**src/rivm_regs.svh**
```systemverilog
// Vector map constants for the reset and interrupt vector map
`ifndef RIVM_REGS_SVH
`define RIVM_REGS_SVH
`define RIVM_NUM_IRQ 56
`define RIVM_VEC_W 6
`define RIVM_ADDR_W 17
`define RIVM_RESET_ADDR 17'h0_0000
`define RIVM_TABLE_BASE 17'h0_0002
`define RIVM_SLOT_STEP 2
`define RIVM_BOOT_ADDR_DEF 17'h1_F000
`define RIVM_FUSE_PROGRAMMED 1'b0
`define RIVM_FIRST_IRQ_VEC 2
`define RIVM_PIN_CHANGE_REQUEST_2_IDX 10
`define RIVM_TIM4_LO 40
`define RIVM_USART3_HI 55
`endif

```
**src/rivm_pkg.sv**
```systemverilog
// Types for the reset and interrupt vector map
package rivm_pkg;
  typedef enum logic [1:0] {
    RIVM_ST_RESET = 2'b01,
    RIVM_ST_RUN = 2'b10
  } rivm_state_t;
  typedef struct packed {
    logic valid;
    logic is_reset;
    logic [5:0] vec_num;
    logic [16:0] addr;
  } rivm_vec_t;
  typedef struct packed {
    rivm_state_t st;
    logic fuse_taken;
    logic fuse;
    rivm_vec_t out;
  } rivm_regs_t;
endpackage

```
**src/rivm_top.sv**
```systemverilog
// Reset and interrupt vector address generator for the fetch unit
`timescale 1ns/100ps
`include "rivm_regs.svh"

// What this block does
// - Every reset cause goes to the reset vector, 0000 or boot start
// - External requests 0..7 at 0002..0010
// - Pin change 0..2 at 0012..0016
// - Watchdog 0018, timer 2 at 001A..001E
// - Timer 1 five vectors at 0020..0028
// - Timer 0 three vectors at 002A..002E
// - Serial peripheral done at 0030
// - Serial port 0 at 0032..0036
// - Comparator, converter, nonvolatile, timer 3 vectors
// - Serial port 1 at 0048..004C
// - Two-wire 004E, program store ready 0050
// - Timer 4 five vectors at 0052..005A
// - Timer 5 five vectors at 005C..0064
// - Serial port 2 at 0066..006A
// - Serial port 3 at 006C..0070
// - Programmed boot fuse sends reset to boot
// - Table select adds boot start to interrupt vectors
// - Reduced variant omits its limited vectors
// - Boot fuse is active low
module rivm_top #(
  parameter logic [16:0] BOOT_ADDR = `RIVM_BOOT_ADDR_DEF,
  parameter bit REDUCED_VARIANT = 1'b0
) (
  input wire logic sys_clk, // Core clock
  input wire logic nrst, // Asynchronous reset, active low
  input wire logic boot_reset_select_fuse, // Fuse level, 0 = programmed
  input wire logic vector_table_select, // Core control bit, 1 = boot table
  input wire logic global_irq_enable, // Core interrupt enable
  input wire logic [55:0] irq_req, // Requests, bit i = vector i+2
  input wire logic [55:0] irq_enable, // Per-source enables
  input wire logic fetch_ack, // Fetch unit took the vector
  output logic vec_valid, // Vector address is valid
  output logic vec_is_reset, // Vector is the reset vector
  output logic [5:0] vec_num, // Vector number, 1..57
  output logic [16:0] vec_addr, // Word address in program memory
  output logic [55:0] irq_ack // One-cycle acknowledge to the source
);

  // ==========================================================
  // Source availability
  // ==========================================================
  logic [55:0] avail;
  logic [55:0] live;
  logic [55:0] first_one;
  logic [55:0] higher_seen;

  genvar gi;
  generate
    for (gi = 0; gi < `RIVM_NUM_IRQ; gi++) begin : g_src
      // Limited sources never reach the core in the reduced variant
      if (gi == `RIVM_PIN_CHANGE_REQUEST_2_IDX || (gi >= `RIVM_TIM4_LO && gi <= `RIVM_USART3_HI)) begin : g_lim
        assign avail[gi] = ~REDUCED_VARIANT;
      end else begin : g_full
        assign avail[gi] = 1'b1;
      end
      // A source being acknowledged drops out at once; its own request only falls a cycle later
      assign live[gi] = irq_req[gi] & irq_enable[gi] & avail[gi] & global_irq_enable & ~irq_ack[gi];
      // Priority chain: lowest index first
      if (gi == 0) begin : g_p0
        assign higher_seen[gi] = 1'b0;
      end else begin : g_pn
        assign higher_seen[gi] = higher_seen[gi-1] | live[gi-1];
      end
      assign first_one[gi] = live[gi] & ~higher_seen[gi];
    end
  endgenerate

  // ==========================================================
  // Winner encode and address
  // ==========================================================
  logic [5:0] win_idx;
  logic any_live;
  logic [16:0] irq_addr;
  logic [16:0] reset_addr;

  always_comb begin
    win_idx = 6'h00;
    for (int i = 0; i < `RIVM_NUM_IRQ; i++) begin
      if (first_one[i]) begin
        win_idx = 6'(i);
      end
    end
  end

  assign any_live = |live;

  // Slots are two words apart from the table base; every source index maps in order
  always_comb begin
    irq_addr = `RIVM_TABLE_BASE + 17'(win_idx) * 17'(`RIVM_SLOT_STEP);
    if (vector_table_select) begin
      irq_addr = irq_addr + BOOT_ADDR;
    end
  end

  // ==========================================================
  // State
  // ==========================================================
  rivm_pkg::rivm_regs_t r_q;
  rivm_pkg::rivm_regs_t r_d;

  always_comb begin
    reset_addr = (r_q.fuse == `RIVM_FUSE_PROGRAMMED) ? BOOT_ADDR : `RIVM_RESET_ADDR;
  end

  // Reset vector is issued first; fuse is sampled after release, never under reset
  always_comb begin
    r_d = r_q;
    r_d.fuse_taken = 1'b1;
    if (!r_q.fuse_taken) begin
      r_d.fuse = boot_reset_select_fuse;
    end
    unique case (r_q.st)
      rivm_pkg::RIVM_ST_RESET: begin
        // Held back one cycle so the address is built from the captured fuse
        r_d.out.valid = r_q.fuse_taken;
        r_d.out.is_reset = 1'b1;
        r_d.out.vec_num = 6'h01;
        r_d.out.addr = reset_addr;
        if (r_q.out.valid && fetch_ack) begin
          r_d.st = rivm_pkg::RIVM_ST_RUN;
          r_d.out.valid = 1'b0;
          r_d.out.is_reset = 1'b0;
        end
      end
      rivm_pkg::RIVM_ST_RUN: begin
        // A vector stays until taken, so a late lower request cannot swap it mid-fetch
        if (!r_q.out.valid || fetch_ack) begin
          r_d.out.valid = any_live;
          r_d.out.is_reset = 1'b0;
          r_d.out.vec_num = 6'(win_idx + 6'(`RIVM_FIRST_IRQ_VEC));
          r_d.out.addr = irq_addr;
        end
      end
    endcase
  end

  always_ff @(posedge sys_clk or negedge nrst) begin
    if (!nrst) begin
      r_q <= '{st: rivm_pkg::RIVM_ST_RESET, fuse_taken: 1'b0, fuse: 1'b1, out: '0};
    end else begin
      r_q <= r_d;
    end
  end

  // ==========================================================
  // Outputs
  // ==========================================================
  assign vec_valid = r_q.out.valid & r_q.fuse_taken;
  assign vec_is_reset = r_q.out.is_reset;
  assign vec_num = r_q.out.vec_num;
  assign vec_addr = r_q.out.addr;

  generate
    for (gi = 0; gi < `RIVM_NUM_IRQ; gi++) begin : g_ack
      assign irq_ack[gi] = vec_valid & fetch_ack & ~r_q.out.is_reset &
                           (r_q.out.vec_num == 6'(gi + `RIVM_FIRST_IRQ_VEC));
    end
  endgenerate

  // ==========================================================
  // Checks
  // ==========================================================
  AST_RESET_ADDR: assert property (@(posedge sys_clk) disable iff (!nrst)
    (vec_valid && vec_is_reset && r_q.fuse) |-> vec_addr == 17'h0_0000)
    else $error("reset vector not at zero");
  AST_BOOT_RESET: assert property (@(posedge sys_clk) disable iff (!nrst)
    (vec_valid && vec_is_reset && !r_q.fuse) |-> vec_addr == BOOT_ADDR)
    else $error("programmed fuse did not redirect reset");
  AST_SLOT_MAP: assert property (@(posedge sys_clk) disable iff (!nrst)
    (vec_valid && !vec_is_reset && !vector_table_select && $stable(vector_table_select)) |->
      vec_addr == 17'((vec_num - 6'h01) * 2))
    else $error("vector address does not match number");
  AST_RELOCATE: assert property (@(posedge sys_clk) disable iff (!nrst)
    (r_d.out.valid && !r_q.out.valid && r_q.st == rivm_pkg::RIVM_ST_RUN && vector_table_select) |=>
      vec_addr == 17'(BOOT_ADDR + 17'((vec_num - 6'h01) * 2)))
    else $error("relocated vector wrong");
  AST_LIMITED: assert property (@(posedge sys_clk) disable iff (!nrst)
    (REDUCED_VARIANT && vec_valid) |-> !(vec_num == 6'd12 || (vec_num >= 6'd42 && vec_num <= 6'd57)))
    else $error("limited vector issued");
  AST_PRIO: assert property (@(posedge sys_clk) disable iff (!nrst)
    (any_live && !r_q.out.valid && r_q.st == rivm_pkg::RIVM_ST_RUN) |=>
      (vec_valid && (($past(live) & (~$past(live) + 56'h1)) == (56'h1 << (vec_num - 6'd2)))))
    else $error("priority winner not issued");
  AST_HOLD: assert property (@(posedge sys_clk) disable iff (!nrst)
    (vec_valid && !fetch_ack) |=> vec_valid && $stable(vec_addr) && $stable(vec_num))
    else $error("vector changed before it was taken");
  AST_TIMER5_END: assert property (@(posedge sys_clk) disable iff (!nrst)
    (vec_valid && vec_num == 6'd51 && !vector_table_select) |-> vec_addr == 17'h0_0064)
    else $error("timer 5 overflow slot wrong");
  AST_LAST: assert property (@(posedge sys_clk) disable iff (!nrst)
    (vec_valid && vec_num == 6'd57 && !vector_table_select) |-> vec_addr == 17'h0_0070)
    else $error("last slot wrong");

  // ==========================================================
  // Slot checks, one or two per group of sources but none for converter and nonvolatile
  // ==========================================================
  // Table select is sampled at load, so these expect it low while a vector stands
  AST_EXT_LAST: assert property (@(posedge sys_clk) disable iff (!nrst)
    (vec_valid && vec_num == 6'd9 && !vector_table_select) |-> vec_addr == 17'h0_0010)
    else $error("external request 7 slot wrong");

  AST_PIN_CHANGE_FIRST: assert property (@(posedge sys_clk) disable iff (!nrst)
    (vec_valid && vec_num == 6'd10 && !vector_table_select) |-> vec_addr == 17'h0_0012)
    else $error("pin change 0 slot wrong");

  AST_PIN_CHANGE_LAST: assert property (@(posedge sys_clk) disable iff (!nrst)
    (vec_valid && vec_num == 6'd12 && !vector_table_select) |-> vec_addr == 17'h0_0016)
    else $error("pin change 2 slot wrong");

  AST_WATCHDOG: assert property (@(posedge sys_clk) disable iff (!nrst)
    (vec_valid && vec_num == 6'd13 && !vector_table_select) |-> vec_addr == 17'h0_0018)
    else $error("watchdog slot wrong");

  AST_TIMER2_END: assert property (@(posedge sys_clk) disable iff (!nrst)
    (vec_valid && vec_num == 6'd16 && !vector_table_select) |-> vec_addr == 17'h0_001E)
    else $error("timer 2 overflow slot wrong");

  AST_TIMER1_FIRST: assert property (@(posedge sys_clk) disable iff (!nrst)
    (vec_valid && vec_num == 6'd17 && !vector_table_select) |-> vec_addr == 17'h0_0020)
    else $error("timer 1 capture slot wrong");

  AST_TIMER1_END: assert property (@(posedge sys_clk) disable iff (!nrst)
    (vec_valid && vec_num == 6'd21 && !vector_table_select) |-> vec_addr == 17'h0_0028)
    else $error("timer 1 overflow slot wrong");

  AST_TIMER0_FIRST: assert property (@(posedge sys_clk) disable iff (!nrst)
    (vec_valid && vec_num == 6'd22 && !vector_table_select) |-> vec_addr == 17'h0_002A)
    else $error("timer 0 match a slot wrong");

  AST_SERIAL_DONE: assert property (@(posedge sys_clk) disable iff (!nrst)
    (vec_valid && vec_num == 6'd25 && !vector_table_select) |-> vec_addr == 17'h0_0030)
    else $error("serial peripheral slot wrong");

  AST_PORT0_FIRST: assert property (@(posedge sys_clk) disable iff (!nrst)
    (vec_valid && vec_num == 6'd26 && !vector_table_select) |-> vec_addr == 17'h0_0032)
    else $error("serial port 0 slot wrong");

  AST_COMPARATOR: assert property (@(posedge sys_clk) disable iff (!nrst)
    (vec_valid && vec_num == 6'd29 && !vector_table_select) |-> vec_addr == 17'h0_0038)
    else $error("comparator slot wrong");

  AST_TIMER3_END: assert property (@(posedge sys_clk) disable iff (!nrst)
    (vec_valid && vec_num == 6'd36 && !vector_table_select) |-> vec_addr == 17'h0_0046)
    else $error("timer 3 overflow slot wrong");

  AST_PORT1_FIRST: assert property (@(posedge sys_clk) disable iff (!nrst)
    (vec_valid && vec_num == 6'd37 && !vector_table_select) |-> vec_addr == 17'h0_0048)
    else $error("serial port 1 slot wrong");

  AST_TWO_WIRE: assert property (@(posedge sys_clk) disable iff (!nrst)
    (vec_valid && vec_num == 6'd40 && !vector_table_select) |-> vec_addr == 17'h0_004E)
    else $error("two-wire slot wrong");

  AST_STORE_READY: assert property (@(posedge sys_clk) disable iff (!nrst)
    (vec_valid && vec_num == 6'd41 && !vector_table_select) |-> vec_addr == 17'h0_0050)
    else $error("program store ready slot wrong");

  AST_TIMER4_FIRST: assert property (@(posedge sys_clk) disable iff (!nrst)
    (vec_valid && vec_num == 6'd42 && !vector_table_select) |-> vec_addr == 17'h0_0052)
    else $error("timer 4 capture slot wrong");

  AST_TIMER5_FIRST: assert property (@(posedge sys_clk) disable iff (!nrst)
    (vec_valid && vec_num == 6'd47 && !vector_table_select) |-> vec_addr == 17'h0_005C)
    else $error("timer 5 capture slot wrong");

  AST_PORT2_FIRST: assert property (@(posedge sys_clk) disable iff (!nrst)
    (vec_valid && vec_num == 6'd52 && !vector_table_select) |-> vec_addr == 17'h0_0066)
    else $error("serial port 2 slot wrong");

  AST_PORT3_FIRST: assert property (@(posedge sys_clk) disable iff (!nrst)
    (vec_valid && vec_num == 6'd55 && !vector_table_select) |-> vec_addr == 17'h0_006C)
    else $error("serial port 3 slot wrong");

  // ==========================================================
  // Handshake and refusal checks
  // ==========================================================
  AST_RESET_FIRST: assert property (@(posedge sys_clk) disable iff (!nrst)
    (vec_valid && r_q.st == rivm_pkg::RIVM_ST_RESET) |-> (vec_is_reset && vec_num == 6'h01))
    else $error("first vector after reset is not the reset vector");

  AST_FUSE_HELD: assert property (@(posedge sys_clk) disable iff (!nrst)
    (r_q.fuse_taken && $past(r_q.fuse_taken)) |-> $stable(r_q.fuse))
    else $error("boot fuse level changed after capture");

  AST_ACK_MATCH: assert property (@(posedge sys_clk) disable iff (!nrst)
    (vec_valid && fetch_ack && !vec_is_reset) |-> irq_ack == (56'h1 << (vec_num - 6'd2)))
    else $error("acknowledge does not match the vector taken");

  AST_ACK_QUIET: assert property (@(posedge sys_clk) disable iff (!nrst)
    !(vec_valid && fetch_ack && !vec_is_reset) |-> irq_ack == 56'h0)
    else $error("acknowledge without a take");

  AST_GLOBAL_OFF: assert property (@(posedge sys_clk) disable iff (!nrst)
    (r_q.st == rivm_pkg::RIVM_ST_RUN && !r_q.out.valid && !global_irq_enable) |=>
      !vec_valid)
    else $error("vector issued while interrupts disabled");

  AST_ENABLED: assert property (@(posedge sys_clk) disable iff (!nrst)
    (r_q.st == rivm_pkg::RIVM_ST_RUN && !r_q.out.valid) |=>
      (!vec_valid || ($past(irq_req & irq_enable) & (56'h1 << (vec_num - 6'd2))) != 56'h0))
    else $error("vector issued for a source not requested and enabled");

endmodule

```
**config.mk**
```make
export PLATFORM = sky130hd
export DESIGN_NAME = rivm_top
export DESIGN_NICKNAME = d
export VERILOG_FILES = /design/src/rivm_pkg.sv /design/src/rivm_top.sv
export VERILOG_INCLUDE_DIRS = /design/src
export SDC_FILE = /design/constraint.sdc
export NUM_CORES = 1
export LEC_CHECK = 0
export BUFFER_PORTS_ARGS = -buffer_cell sky130_fd_sc_hd__buf_2
export CORE_MARGIN = 3
export CORE_UTILIZATION = 30
export CTS_CLUSTER_DIAMETER = 40
export CTS_CLUSTER_SIZE = 30
export DETAILED_ROUTE_END_ITERATION = 16
export PLACE_DENSITY_LB_ADDON = 0.12
export SLEW_MARGIN = 30
export SYNTH_ARGS = -nofsm -noshare
export SYNTH_HDL_FRONTEND = slang
export SYNTH_SLANG_ARGS = --single-unit
```
**constraint.sdc**
```tcl
create_clock -name sys_clk -period 4.4 [get_ports sys_clk]
set_input_delay 0.88 -clock sys_clk [delete_from_list [all_inputs] [get_ports sys_clk]]
set_output_delay 0.88 -clock sys_clk [all_outputs]
set_load 0.005 [all_outputs]
```
==> flow_metrics.py, run 1 <==
metrics = {
    "timing": {
        "relSlewSlack_pct": 55.1,
        "skew_ns": 0.00235,
        "fmax_mhz": 242,
        "rsz0062_at_grt": "no",
        "period_needed_ns": 4.14,
        "period_share_pct": 94.0,
        "worstMarginPinSlew_ns": 0.671,
        "setup-tns-final_ns": 0,
        "hold_ws_ns": 0.479,
        "setup_viol": 0,
        "slew_viol_final": 0,
        "finalHoldViolCount": 0,
    },
    "power": {
        "p_per_area_nw_per_um2": 135,
        "power_leakage_uw": 0.00268,
        "peakVddDrop_uv": 187,
    },
    "floorplan": {
        "core_um2": 12300,
        "die_h_um": 119,
        "ios": 199,
        "start_util_pct": 31.4,
        "die_x_um": 119,
        "placementRows": 40,
        "dieArea_um2": 14200,
    },
    "placed_design": {
        "dpl_cell_area_um2": 5340,
        "placedCellCount": 939,
        "gp_congestion": 0.918,
        "dp_hpwl_um": 15500,
        "io_buffers": 193,
    },
    "synthesis": {
        "synth_edf_count": 0,
        "synth-seq-cells": 20,
        "syn_area_per_cell_um2": 6.97,
        "syn-instance-count": 552,
        "synth_cell_type_count": 86,
        "async_flop_share_pct": 100,
        "yosys_warnings": 0,
        "netlist_area_um2": 3850,
        "synth_ff_type": "dfrtp_1",
        "synth-seq-area-share_pct": 13.1,
    },
    "global_route": {
        "met1_usage_pct": 34.0,
        "top_usage_layer": "met2",
        "gr-usage-met2_pct": 40.9,
        "grt_max_degree": 28,
        "track_usage_pct": 24.6,
        "grt_pass1_wl_um": 28100,
        "grt_pass1_vias": 5078,
        "grt_use_met3_pct": 3.94,
        "grt-ovfl-total": 0,
        "antenna_found_initial": 0,
    },
    "setup_path": {
        "worstReg2RegStart": "vec_num[3]",
        "path_class": "reg2reg",
        "worstPathMaxFanout": 24,
        "critPathBufInv": 2,
        "regToRegSetupSlack_ns": 0.26,
        "crit_chain": "buf_12, and4bb_2, o22ai_1, a2111oi_4, buf_4, nand4bb_1, nor4b_1, o32a_1, o41a_1, a211oi_2, nor2_1, ha_1, xor2_1, nand2_1, a21oi_1",
        "crit_arrival_ns": 4.31,
        "reg2reg_to": "vec_addr[3]",
        "crit_required_ns": 4.57,
        "crit_path_max_incr_delay_ns": 0.49,
        "start_kind": "flop",
        "reg2regPathDepth": 15,
        "critPathTopFamily": "compound AO/OA/AOI/OAI gates",
        "slowest_stage": "dfrtp_1",
        "cp-end-kind": "flop",
    },
    "finish": {
        "fillers": 1275,
        "layout_commonest_cell": "buf_2",
        "antenna_cells": 0,
        "syn_to_final_growth_pct": 41.9,
        "final_cell_mix": "buf_2 (193), nor2_1 (87), buf_4 (76)",
        "drive_gt1_share_pct": 40.9,
        "final_area_um2": 5460,
        "final_nets": 897,
        "layoutNonFillerInstCount": 944,
    },
    "clocking": {
        "cts_tree": "done",
        "cts_root_buf": "clkbuf_16",
        "clock-sinks": 20,
        "htree_levels": 1,
        "clk_latency_ns": 0.25,
        "cts-hold-fix-buffers": 0,
        "clk_pin_slew_ns": 0.06,
        "numCtsBuffers": 3,
        "cts_buffer_depth": 2,
    },
    "detailed_routing": {
        "postRouteAntennaNets": 0,
        "first_pass_iters": 5,
        "vias": 5269,
        "route.detailed.drc": 0,
        "wire_per_inst_um": 19.7,
        "drt_iter0_markers": 436,
        "viasPerCell": 5.58,
        "wirelength_um": 18600,
    },
    "job": {
        "cap_violations": 0,
    },
    "hold_path": {
        "hold_end": "r_q[27]",
        "whs_path_depth": 1,
        "hold_path.class": "reg2reg",
        "worstHoldStart": "r_q[27]",
    },
    "status": {
        "status": "complete, no violations",
    },
}
-- cells in the mapped netlist (all sizes together) (4+ instances only) --
| cell type | number | area, um2 |
|---|---|---|
| nor2 | 87 | 327 |
| nand2 | 55 | 214 |
| nand3 | 55 | 275 |
| buf | 43 | 305 |
| a21oi | 30 | 150 |
| o21ai | 21 | 116 |
| dfrtp | 18 | 450 |
| o22ai | 16 | 100 |
| and3 | 15 | 93.8 |
| clkbuf | 15 | 56.3 |
| a31oi | 11 | 68.8 |
| nor3 | 10 | 50.1 |
| nor2b | 9 | 56.3 |
| a22oi | 8 | 60.1 |
| inv | 8 | 30.0 |
| nor4 | 8 | 71.3 |
| nand2b | 7 | 43.8 |
| a21o | 6 | 45.0 |
| o211ai | 6 | 55.1 |
| o31ai | 6 | 45.0 |
| a32oi | 5 | 43.8 |
| and2 | 5 | 31.3 |
| and4bb | 5 | 62.6 |
| nand4 | 5 | 37.5 |
| nand4b | 5 | 50.0 |
| o32ai | 5 | 70.1 |
| or3 | 5 | 36.3 |
| a2111oi | 4 | 97.6 |
| a211oi | 4 | 40.0 |
| mux2i | 4 | 40.0 |
| nor4b | 4 | 62.6 |
| o2111ai | 4 | 35.0 |
| o21a | 4 | 30.0 |
| o221ai | 4 | 35.0 |
-- timing repair --
item,in CTS,in global routing
buffers inserted,0,1
gates resized for setup,0,4
setup endpoints to repair,0,4
-- per-layer routing --
| layer | vias up | share of wire (%) | wire length, um |
|---|---|---|---|
| li1 | 2533 | - | - |
| met1 | 2509 | 45 | 8330 |
| met2 | 209 | 47 | 8730 |
| met3 | 18 | 6.5 | 1210 |
| met4 | 0 | 1.5 | 283 |
| met5 | - | 0 | 0 |
-- worst max-delay path by stage --
stage,cells after the start,startpoint,slack [ns],to
detailed placement,16,global_irq_enable,0.01,vec_addr[3]
finish,15,vec_num[3],0.26,vec_addr[3]
global route,16,global_irq_enable,0.01,vec_addr[3]
floorplan,17,global_irq_enable,0.24,vec_addr[5]
CTS,15,vec_num[3],0.18,vec_addr[6]
global placement,18,fetch_ack,0.05,vec_addr[6]
-- kinds of logic after synthesis --
kind of cell / Yosys count / synth area share (%)
muxes: 7 / 1.92
xor gates and xnor gates: 2 / 0.456
adders and majority gates: 2 / 0.651
buffers and inverters: 66 / 10.2
AOI/OAI and AO/OA: 159 / 32.4
DFF: 20 / 13.1
other: 2 / 0.195
and+or+nand+nor: 294 / 41.1
-- area by class of cell --
| type | count | area (um2) | area share [%] |
|---|---|---|---|
| well taps | 168 | 210 | 3.85 |
| repair buffers | 274 | 1640 | 30.0 |
| clock buffers | 4 | 88.8 | 1.63 |
| inverters | 8 | 30.0 | 0.550 |
| flip-flops and latches | 20 | 504 | 9.24 |
| multi-input cells | 470 | 2990 | 54.7 |
-- worst register-to-register path, stage by stage (launching register included) --
cell and delay [ns]:
dfrtp_1 0.49, buf_12 0.22, and4bb_2 0.43, o22ai_1 0.20, a2111oi_4 0.35, buf_4 0.20
nand4bb_1 0.14, nor4b_1 0.18, o32a_1 0.36, o41a_1 0.45, a211oi_2 0.30, nor2_1 0.10
ha_1 0.22, xor2_1 0.17, nand2_1 0.07, a21oi_1 0.16
-- power breakdown --
part	internal, uW	switching, uW
Sequential	188	4.23
Clock	138	66.2
Combinational	156	183
-- metrics by stage --
step	power (uW)	setup WS, ns	utilization [%]
after global placement	528	0.0488	43.5
after global routing	784	0.0130	44.5
after floorplan	385	0.243	-
final	736	0.264	44.5
after detailed placement	529	0.00977	43.5
after CTS	737	0.185	44.3
-- state kept, by name (all words and copies together), names as in the netlist --
| register | cells |
|---|---|
| r_q | 5 |
| vec_is_reset | 1 |
| vec_addr | 8 |
| vec_num | 6 |
Note: power is estimated with default switching activity, not from simulation.
==> inputs of run 2 (changes only) <==
Settings changed: CORE_UTILIZATION 30 to 35, CTS_BUF_LIST from default to sky130_fd_sc_hd__clkbuf_4 sky130_fd_sc_hd__clkbuf_8.
==> flow_metrics.py, run 2 (synthesized netlist as in run 1, its figures left out) <==
metrics = {
    "status": {
        "status": "complete, no violations",
    },
    "floorplan": {
        "die_h_um": 111,
        "placementRows": 37,
        "dieArea_um2": 12300,
        "core_um2": 10500,
        "die_x_um": 111,
        "ios": 199,
        "start_util_pct": 36.6,
    },
    "setup_path": {
        "worstReg2RegStart": "vec_num[2]",
        "crit_arrival_ns": 4.32,
        "regToRegSetupSlack_ns": 0.27,
        "cp-startpoint": "vec_num[2]",
        "slowest_stage": "dfrtp_4",
        "path_class": "reg2reg",
        "crit_required_ns": 4.59,
        "crit_chain": "nor4b_4, o22ai_1, a2111oi_4, buf_4, nand4bb_1, nor4b_1, o32a_1, o41a_1, a211oi_2, nor2_1, ha_1, xor2_1, nand2_1, a21oi_1",
        "crit_path_max_incr_delay_ns": 0.58,
        "worstPathMaxFanout": 18,
        "cp-end-kind": "flop",
        "start_kind": "flop",
    },
    "power": {
        "p_per_area_nw_per_um2": 135,
        "totalPowerFinal_uw": 723,
        "power_frac_comb_pct": 47.0,
        "p_sw_uw": 257,
        "power.internal_uw": 466,
        "power_frac_seq_pct": 26.6,
        "p_sw_share_pct": 35.5,
        "peakVddDrop_uv": 145,
        "power_frac_clock_pct": 26.4,
        "power_leakage_uw": 0.00263,
    },
    "clocking": {
        "htree_levels": 1,
        "clk_pin_slew_ns": 0.08,
        "cts_root_buf": "clkbuf_8",
        "numCtsBuffers": 3,
        "cts-hold-fix-buffers": 0,
        "cts_buffer_depth": 2,
        "clk_latency_ns": 0.27,
        "post_cts_buffers": 0,
        "cts_tree": "done",
        "cts_resized": 0,
        "clock-sinks": 20,
    },
    "timing": {
        "fmax_mhz": 242,
        "setup_viol": 0,
        "rsz0062_at_grt": "no",
        "slew_viol_final": 0,
        "finalHoldViolCount": 0,
        "relSlewSlack_pct": 56.9,
        "worstMarginPinSlew_ns": 0.640,
        "period_needed_ns": 4.13,
        "skew_ns": 0.00626,
        "period_share_pct": 93.8,
    },
    "finish": {
        "layout_commonest_cell": "buf_2",
        "final_nets": 893,
        "antenna_cells": 0,
        "largest_reg_flops": 8,
        "fillers": 1081,
        "syn_to_final_growth_pct": 39.0,
        "final_cell_mix": "buf_2 (192), nor2_1 (87), buf_4 (75)",
        "drive_gt1_share_pct": 40.7,
        "final_area_um2": 5350,
    },
    "placed_design": {
        "dpl_cell_area_um2": 5240,
        "gp_congestion": 0.965,
        "dp_hpwl_um": 15400,
        "io_buffers": 193,
    },
    "hold_path": {
        "hold_path.class": "reg2reg",
        "worstHoldStart": "r_q[27]",
    },
    "detailed_routing": {
        "vias": 5320,
        "wirelength_um": 18400,
        "postRouteAntennaNets": 0,
        "wire_per_inst_um": 20.3,
        "viasPerCell": 5.86,
        "drt_iter0_markers": 375,
        "first_pass_iters": 5,
        "route.detailed.drc": 0,
    },
    "global_route": {
        "grt_pass1_vias": 5186,
        "grt_max_degree": 35,
        "track_usage_pct": 28.5,
        "antenna_found_initial": 0,
        "grt_pass1_wl_um": 28500,
        "grt-ovfl-total": 0,
    },
    "job": {
        "cap_violations": 0,
    },
}
run 2: critical path, delay by kind of cell (launching register included):
family,cells,cell delay [ns]
AOI/OAI and AO/OA,6,1.93
xor gates and xnor gates,1,0.16
adders and majority gates,1,0.22
buffers and inverters,1,0.19
DFF,1,0.58
and+or+nand+nor,5,0.97
run 2: power by group through the flow:
stage / Combinational (uW) / Sequential [uW] / Clock, uW
2_1_floorplan: 191 / 194 / 0
3_3_place_gp: 330 / 195 / 0
3_5_place_dp: 331 / 196 / 0
4_1_cts: 333 / 192 / 191
5_1_grt: 376 / 193 / 202
6_report: 340 / 192 / 190
run 2: worst paths after layout:
check / end / depth (start not counted)
hold / removal: r_q[27] / 1
setup / recovery: vec_addr[3] / 14
setup reg to reg: vec_addr[3] / 14
max in group asynchronous: vec_num[2] / 1
min in group asynchronous: vec_addr[7] / 1
hold reg to reg: r_q[27] / 1
run 2: final cells by class:
class / count / area [um2] / area share [%]
inverters: 8 / 30.0 / 0.562
repair buffers: 270 / 1580 / 29.5
clock buffers: 3 / 41.3 / 0.772
well taps: 136 / 170 / 3.18
flip-flops and latches: 20 / 508 / 9.50
clock inverters: 1 / 30.0 / 0.562
multi-input cells: 470 / 2990 / 55.9
run 2: metal layers:
layer | part of all wire (%) | wire length (um) | global-route usage [%] | vias up
li1 | - | - | - | 2516
met5 | 0 | 0 | 0 | -
met1 | 43 | 7990 | 38.1 | 2507
met3 | 7.2 | 1320 | 4.15 | 35
met4 | 2.7 | 493 | 6.98 | 0
met2 | 47 | 8640 | 48.3 | 262
run 2: metrics by stage:
| stage | utilization [%] | std cells | worst slack [ns] | hold slack, ns | TNS [ns] |
|---|---|---|---|---|---|
| 3_5_place_dp | 49.9 | 904 | -0.0625 | 0.464 | -0.145 |
| 6_report | 50.9 | 908 | 0.274 | 0.477 | 0 |
| 5_1_grt | 50.9 | 908 | 0.0510 | 0.485 | 0 |
| 4_1_cts | 50.5 | 908 | 0.156 | 0.480 | 0 |
| 2_1_floorplan | - | 556 | 0.243 | 0.450 | 0 |
| 3_3_place_gp | 49.9 | 904 | 0.00423 | 0.460 | 0 |
==> inputs of run 3 (changes only) <==
==> constraint.sdc (replaced) <==
create_clock -name sys_clk -period 4.4 [get_ports sys_clk]
set_input_delay 0 -clock sys_clk [delete_from_list [all_inputs] [get_ports sys_clk]]
set_output_delay 0 -clock sys_clk [all_outputs]
set_load 0.005 [all_outputs]
==> flow_metrics.py, run 3 (synthesized netlist as in run 1, its figures left out) <==
metrics = {
    "hold_path": {
        "hold_path.class": "in2reg",
        "worstHoldStart": "vector_table_select",
    },
    "clocking": {
        "clock-sinks": 20,
        "htree_levels": 1,
        "clk_latency_ns": 0.27,
        "cts_buffer_depth": 2,
        "clk_pin_slew_ns": 0.09,
        "cts_root_buf": "clkbuf_8",
        "numCtsBuffers": 3,
        "cts_tree": "done",
    },
    "global_route": {
        "grt_pass1_vias": 5047,
        "antenna_found_initial": 0,
        "grt_max_degree": 54,
        "grt_pass1_wl_um": 28300,
        "grt-ovfl-total": 0,
        "track_usage_pct": 28.8,
    },
    "setup_path": {
        "critPathCapture": "vec_addr[6]",
        "crit_required_ns": 4.61,
        "crit_arrival_ns": 4.41,
        "start_kind": "flop",
        "reg2regPathDepth": 16,
        "cp-end-kind": "flop",
        "worstReg2RegStart": "vec_num[2]",
        "slowest_stage": "or4b_1",
        "worstPathMaxFanout": 12,
        "reg2reg_to": "vec_addr[6]",
        "cp-startpoint": "vec_num[2]",
        "path_class": "reg2reg",
        "regToRegSetupSlack_ns": 0.21,
        "crit_chain": "buf_4, or4b_1, buf_4, nand2_1, o221a_2, nand4_1, nor4_4, a32oi_1, nand2_1, nor2_1, nor2_1, ha_1, inv_1, nor3b_1, nor3b_1, o221a_1",
        "crit_path_max_incr_delay_ns": 0.58,
    },
    "finish": {
        "final_nets": 866,
        "syn_to_final_growth_pct": 33.1,
        "utilization_pct": 48.7,
        "final_area_um2": 5120,
        "seq_area_um2": 507,
        "fillers": 1126,
        "antenna_cells": 0,
        "final_cell_mix": "buf_2 (193), nor2_1 (87), nand3_1 (55)",
        "layoutNonFillerInstCount": 881,
        "largest_reg_flops": 8,
        "drive_gt1_share_pct": 38.7,
        "multiInputGateArea_um2": 3010,
        "layout_commonest_cell": "buf_2",
    },
    "timing": {
        "period_needed_ns": 4.19,
        "finalHoldViolCount": 0,
        "relSlewSlack_pct": 32.2,
        "slew_viol_final": 0,
        "fmax_mhz": 238,
        "worstMarginPinSlew_ns": 1.02,
        "period_share_pct": 95.3,
        "hold_ws_ns": 0.119,
        "setup_viol": 0,
        "skew_ns": 0.0122,
    },
    "floorplan": {
        "die_x_um": 111,
        "start_util_pct": 36.6,
        "placementRows": 37,
        "die_h_um": 111,
        "ios": 199,
        "dieArea_um2": 12300,
        "core_um2": 10500,
    },
    "placed_design": {
        "placedCellCount": 874,
        "dpl_cell_area_um2": 4990,
        "io_buffers": 193,
        "dp_hpwl_um": 15600,
        "gp_congestion": 0.952,
    },
    "status": {
        "status": "complete, no violations",
    },
    "detailed_routing": {
        "drt_iter0_markers": 430,
        "route.detailed.drc": 0,
        "postRouteAntennaNets": 0,
        "first_pass_iters": 5,
        "vias": 5281,
        "wire_per_inst_um": 21.6,
        "viasPerCell": 5.99,
        "wirelength_um": 19000,
    },
    "power": {
        "power_leakage_uw": 0.00248,
        "totalPowerFinal_uw": 680,
        "peakVddDrop_uv": 90.3,
        "p_per_area_nw_per_um2": 133,
    },
    "job": {
        "cap_violations": 0,
    },
}
run 3: cell count changes in the layout (fill, tap and decap cells not counted), moves of 2 or more:
cell           before  now
and4b_1             3    1
and4b_2             0    2
buf_12              2    0
buf_4              75   47
dfrtp_2             1    3
dlygate4sd3_1       0    3
run 3: per-stage QoR:
step,TNS (ns),setup WS (ns)
floorplan,0,0.724
global placement,0,0.146
detailed placement,0,0.173
CTS,0,0.141
global route,-0.0113,-0.0113
finish,0,0.207
run 3: cell type report:
cell class | instances | share of cell area, %
well taps | 136 | 3.32
flip-flops and latches | 20 | 9.90
repair buffers | 243 | 26.4
multi-input cells | 470 | 58.8
clock buffers | 4 | 1.08
inverters | 8 | 0.587
run 3: worst min-delay path by stage:
stage	end	cells after the start
4_1_cts	vec_addr[15]	4
3_3_place_gp	r_q[28]	1
6_report	vec_addr[15]	4
2_1_floorplan	r_q[24]	0
3_5_place_dp	r_q[28]	1
5_1_grt	vec_addr[15]	4
run 3: repair_timing:
item / in CTS / in global routing
hold buffers: 3 / 0
gates resized for setup: 0 / 11
endpoints found under the hold margin: 20 / 0
setup buffers: 0 / 0
setup endpoints to repair: 0 / 6
run 3: report_power, final:
group          leakage [uW]  total (uW)  switching [uW]  internal [uW]
Clock             0.0000288         151            71.1           79.9
Sequential         0.000253         191            3.61            188
Combinational       0.00220         338             192            146
Total               0.00248         680             267            414
run 3: worst max-delay path: cells and delay by family (launching register included):
kind	cells	cell delay [ns]
buffers and inverters	3	0.53
AOI/OAI and AO/OA	3	0.70
and+or+nand+nor	9	2.20
DFF	1	0.55
adders and majority gates	1	0.17
run 3: metal layers:
metal  vias to the layer above  GRT usage (%)  routed length (um)
met5                         -              0                   0
met4                         0           11.1                 747
met3                        52           3.49                1260
met2                       291           48.1                8830
met1                      2480           37.9                8160
li1                       2458              -                   -
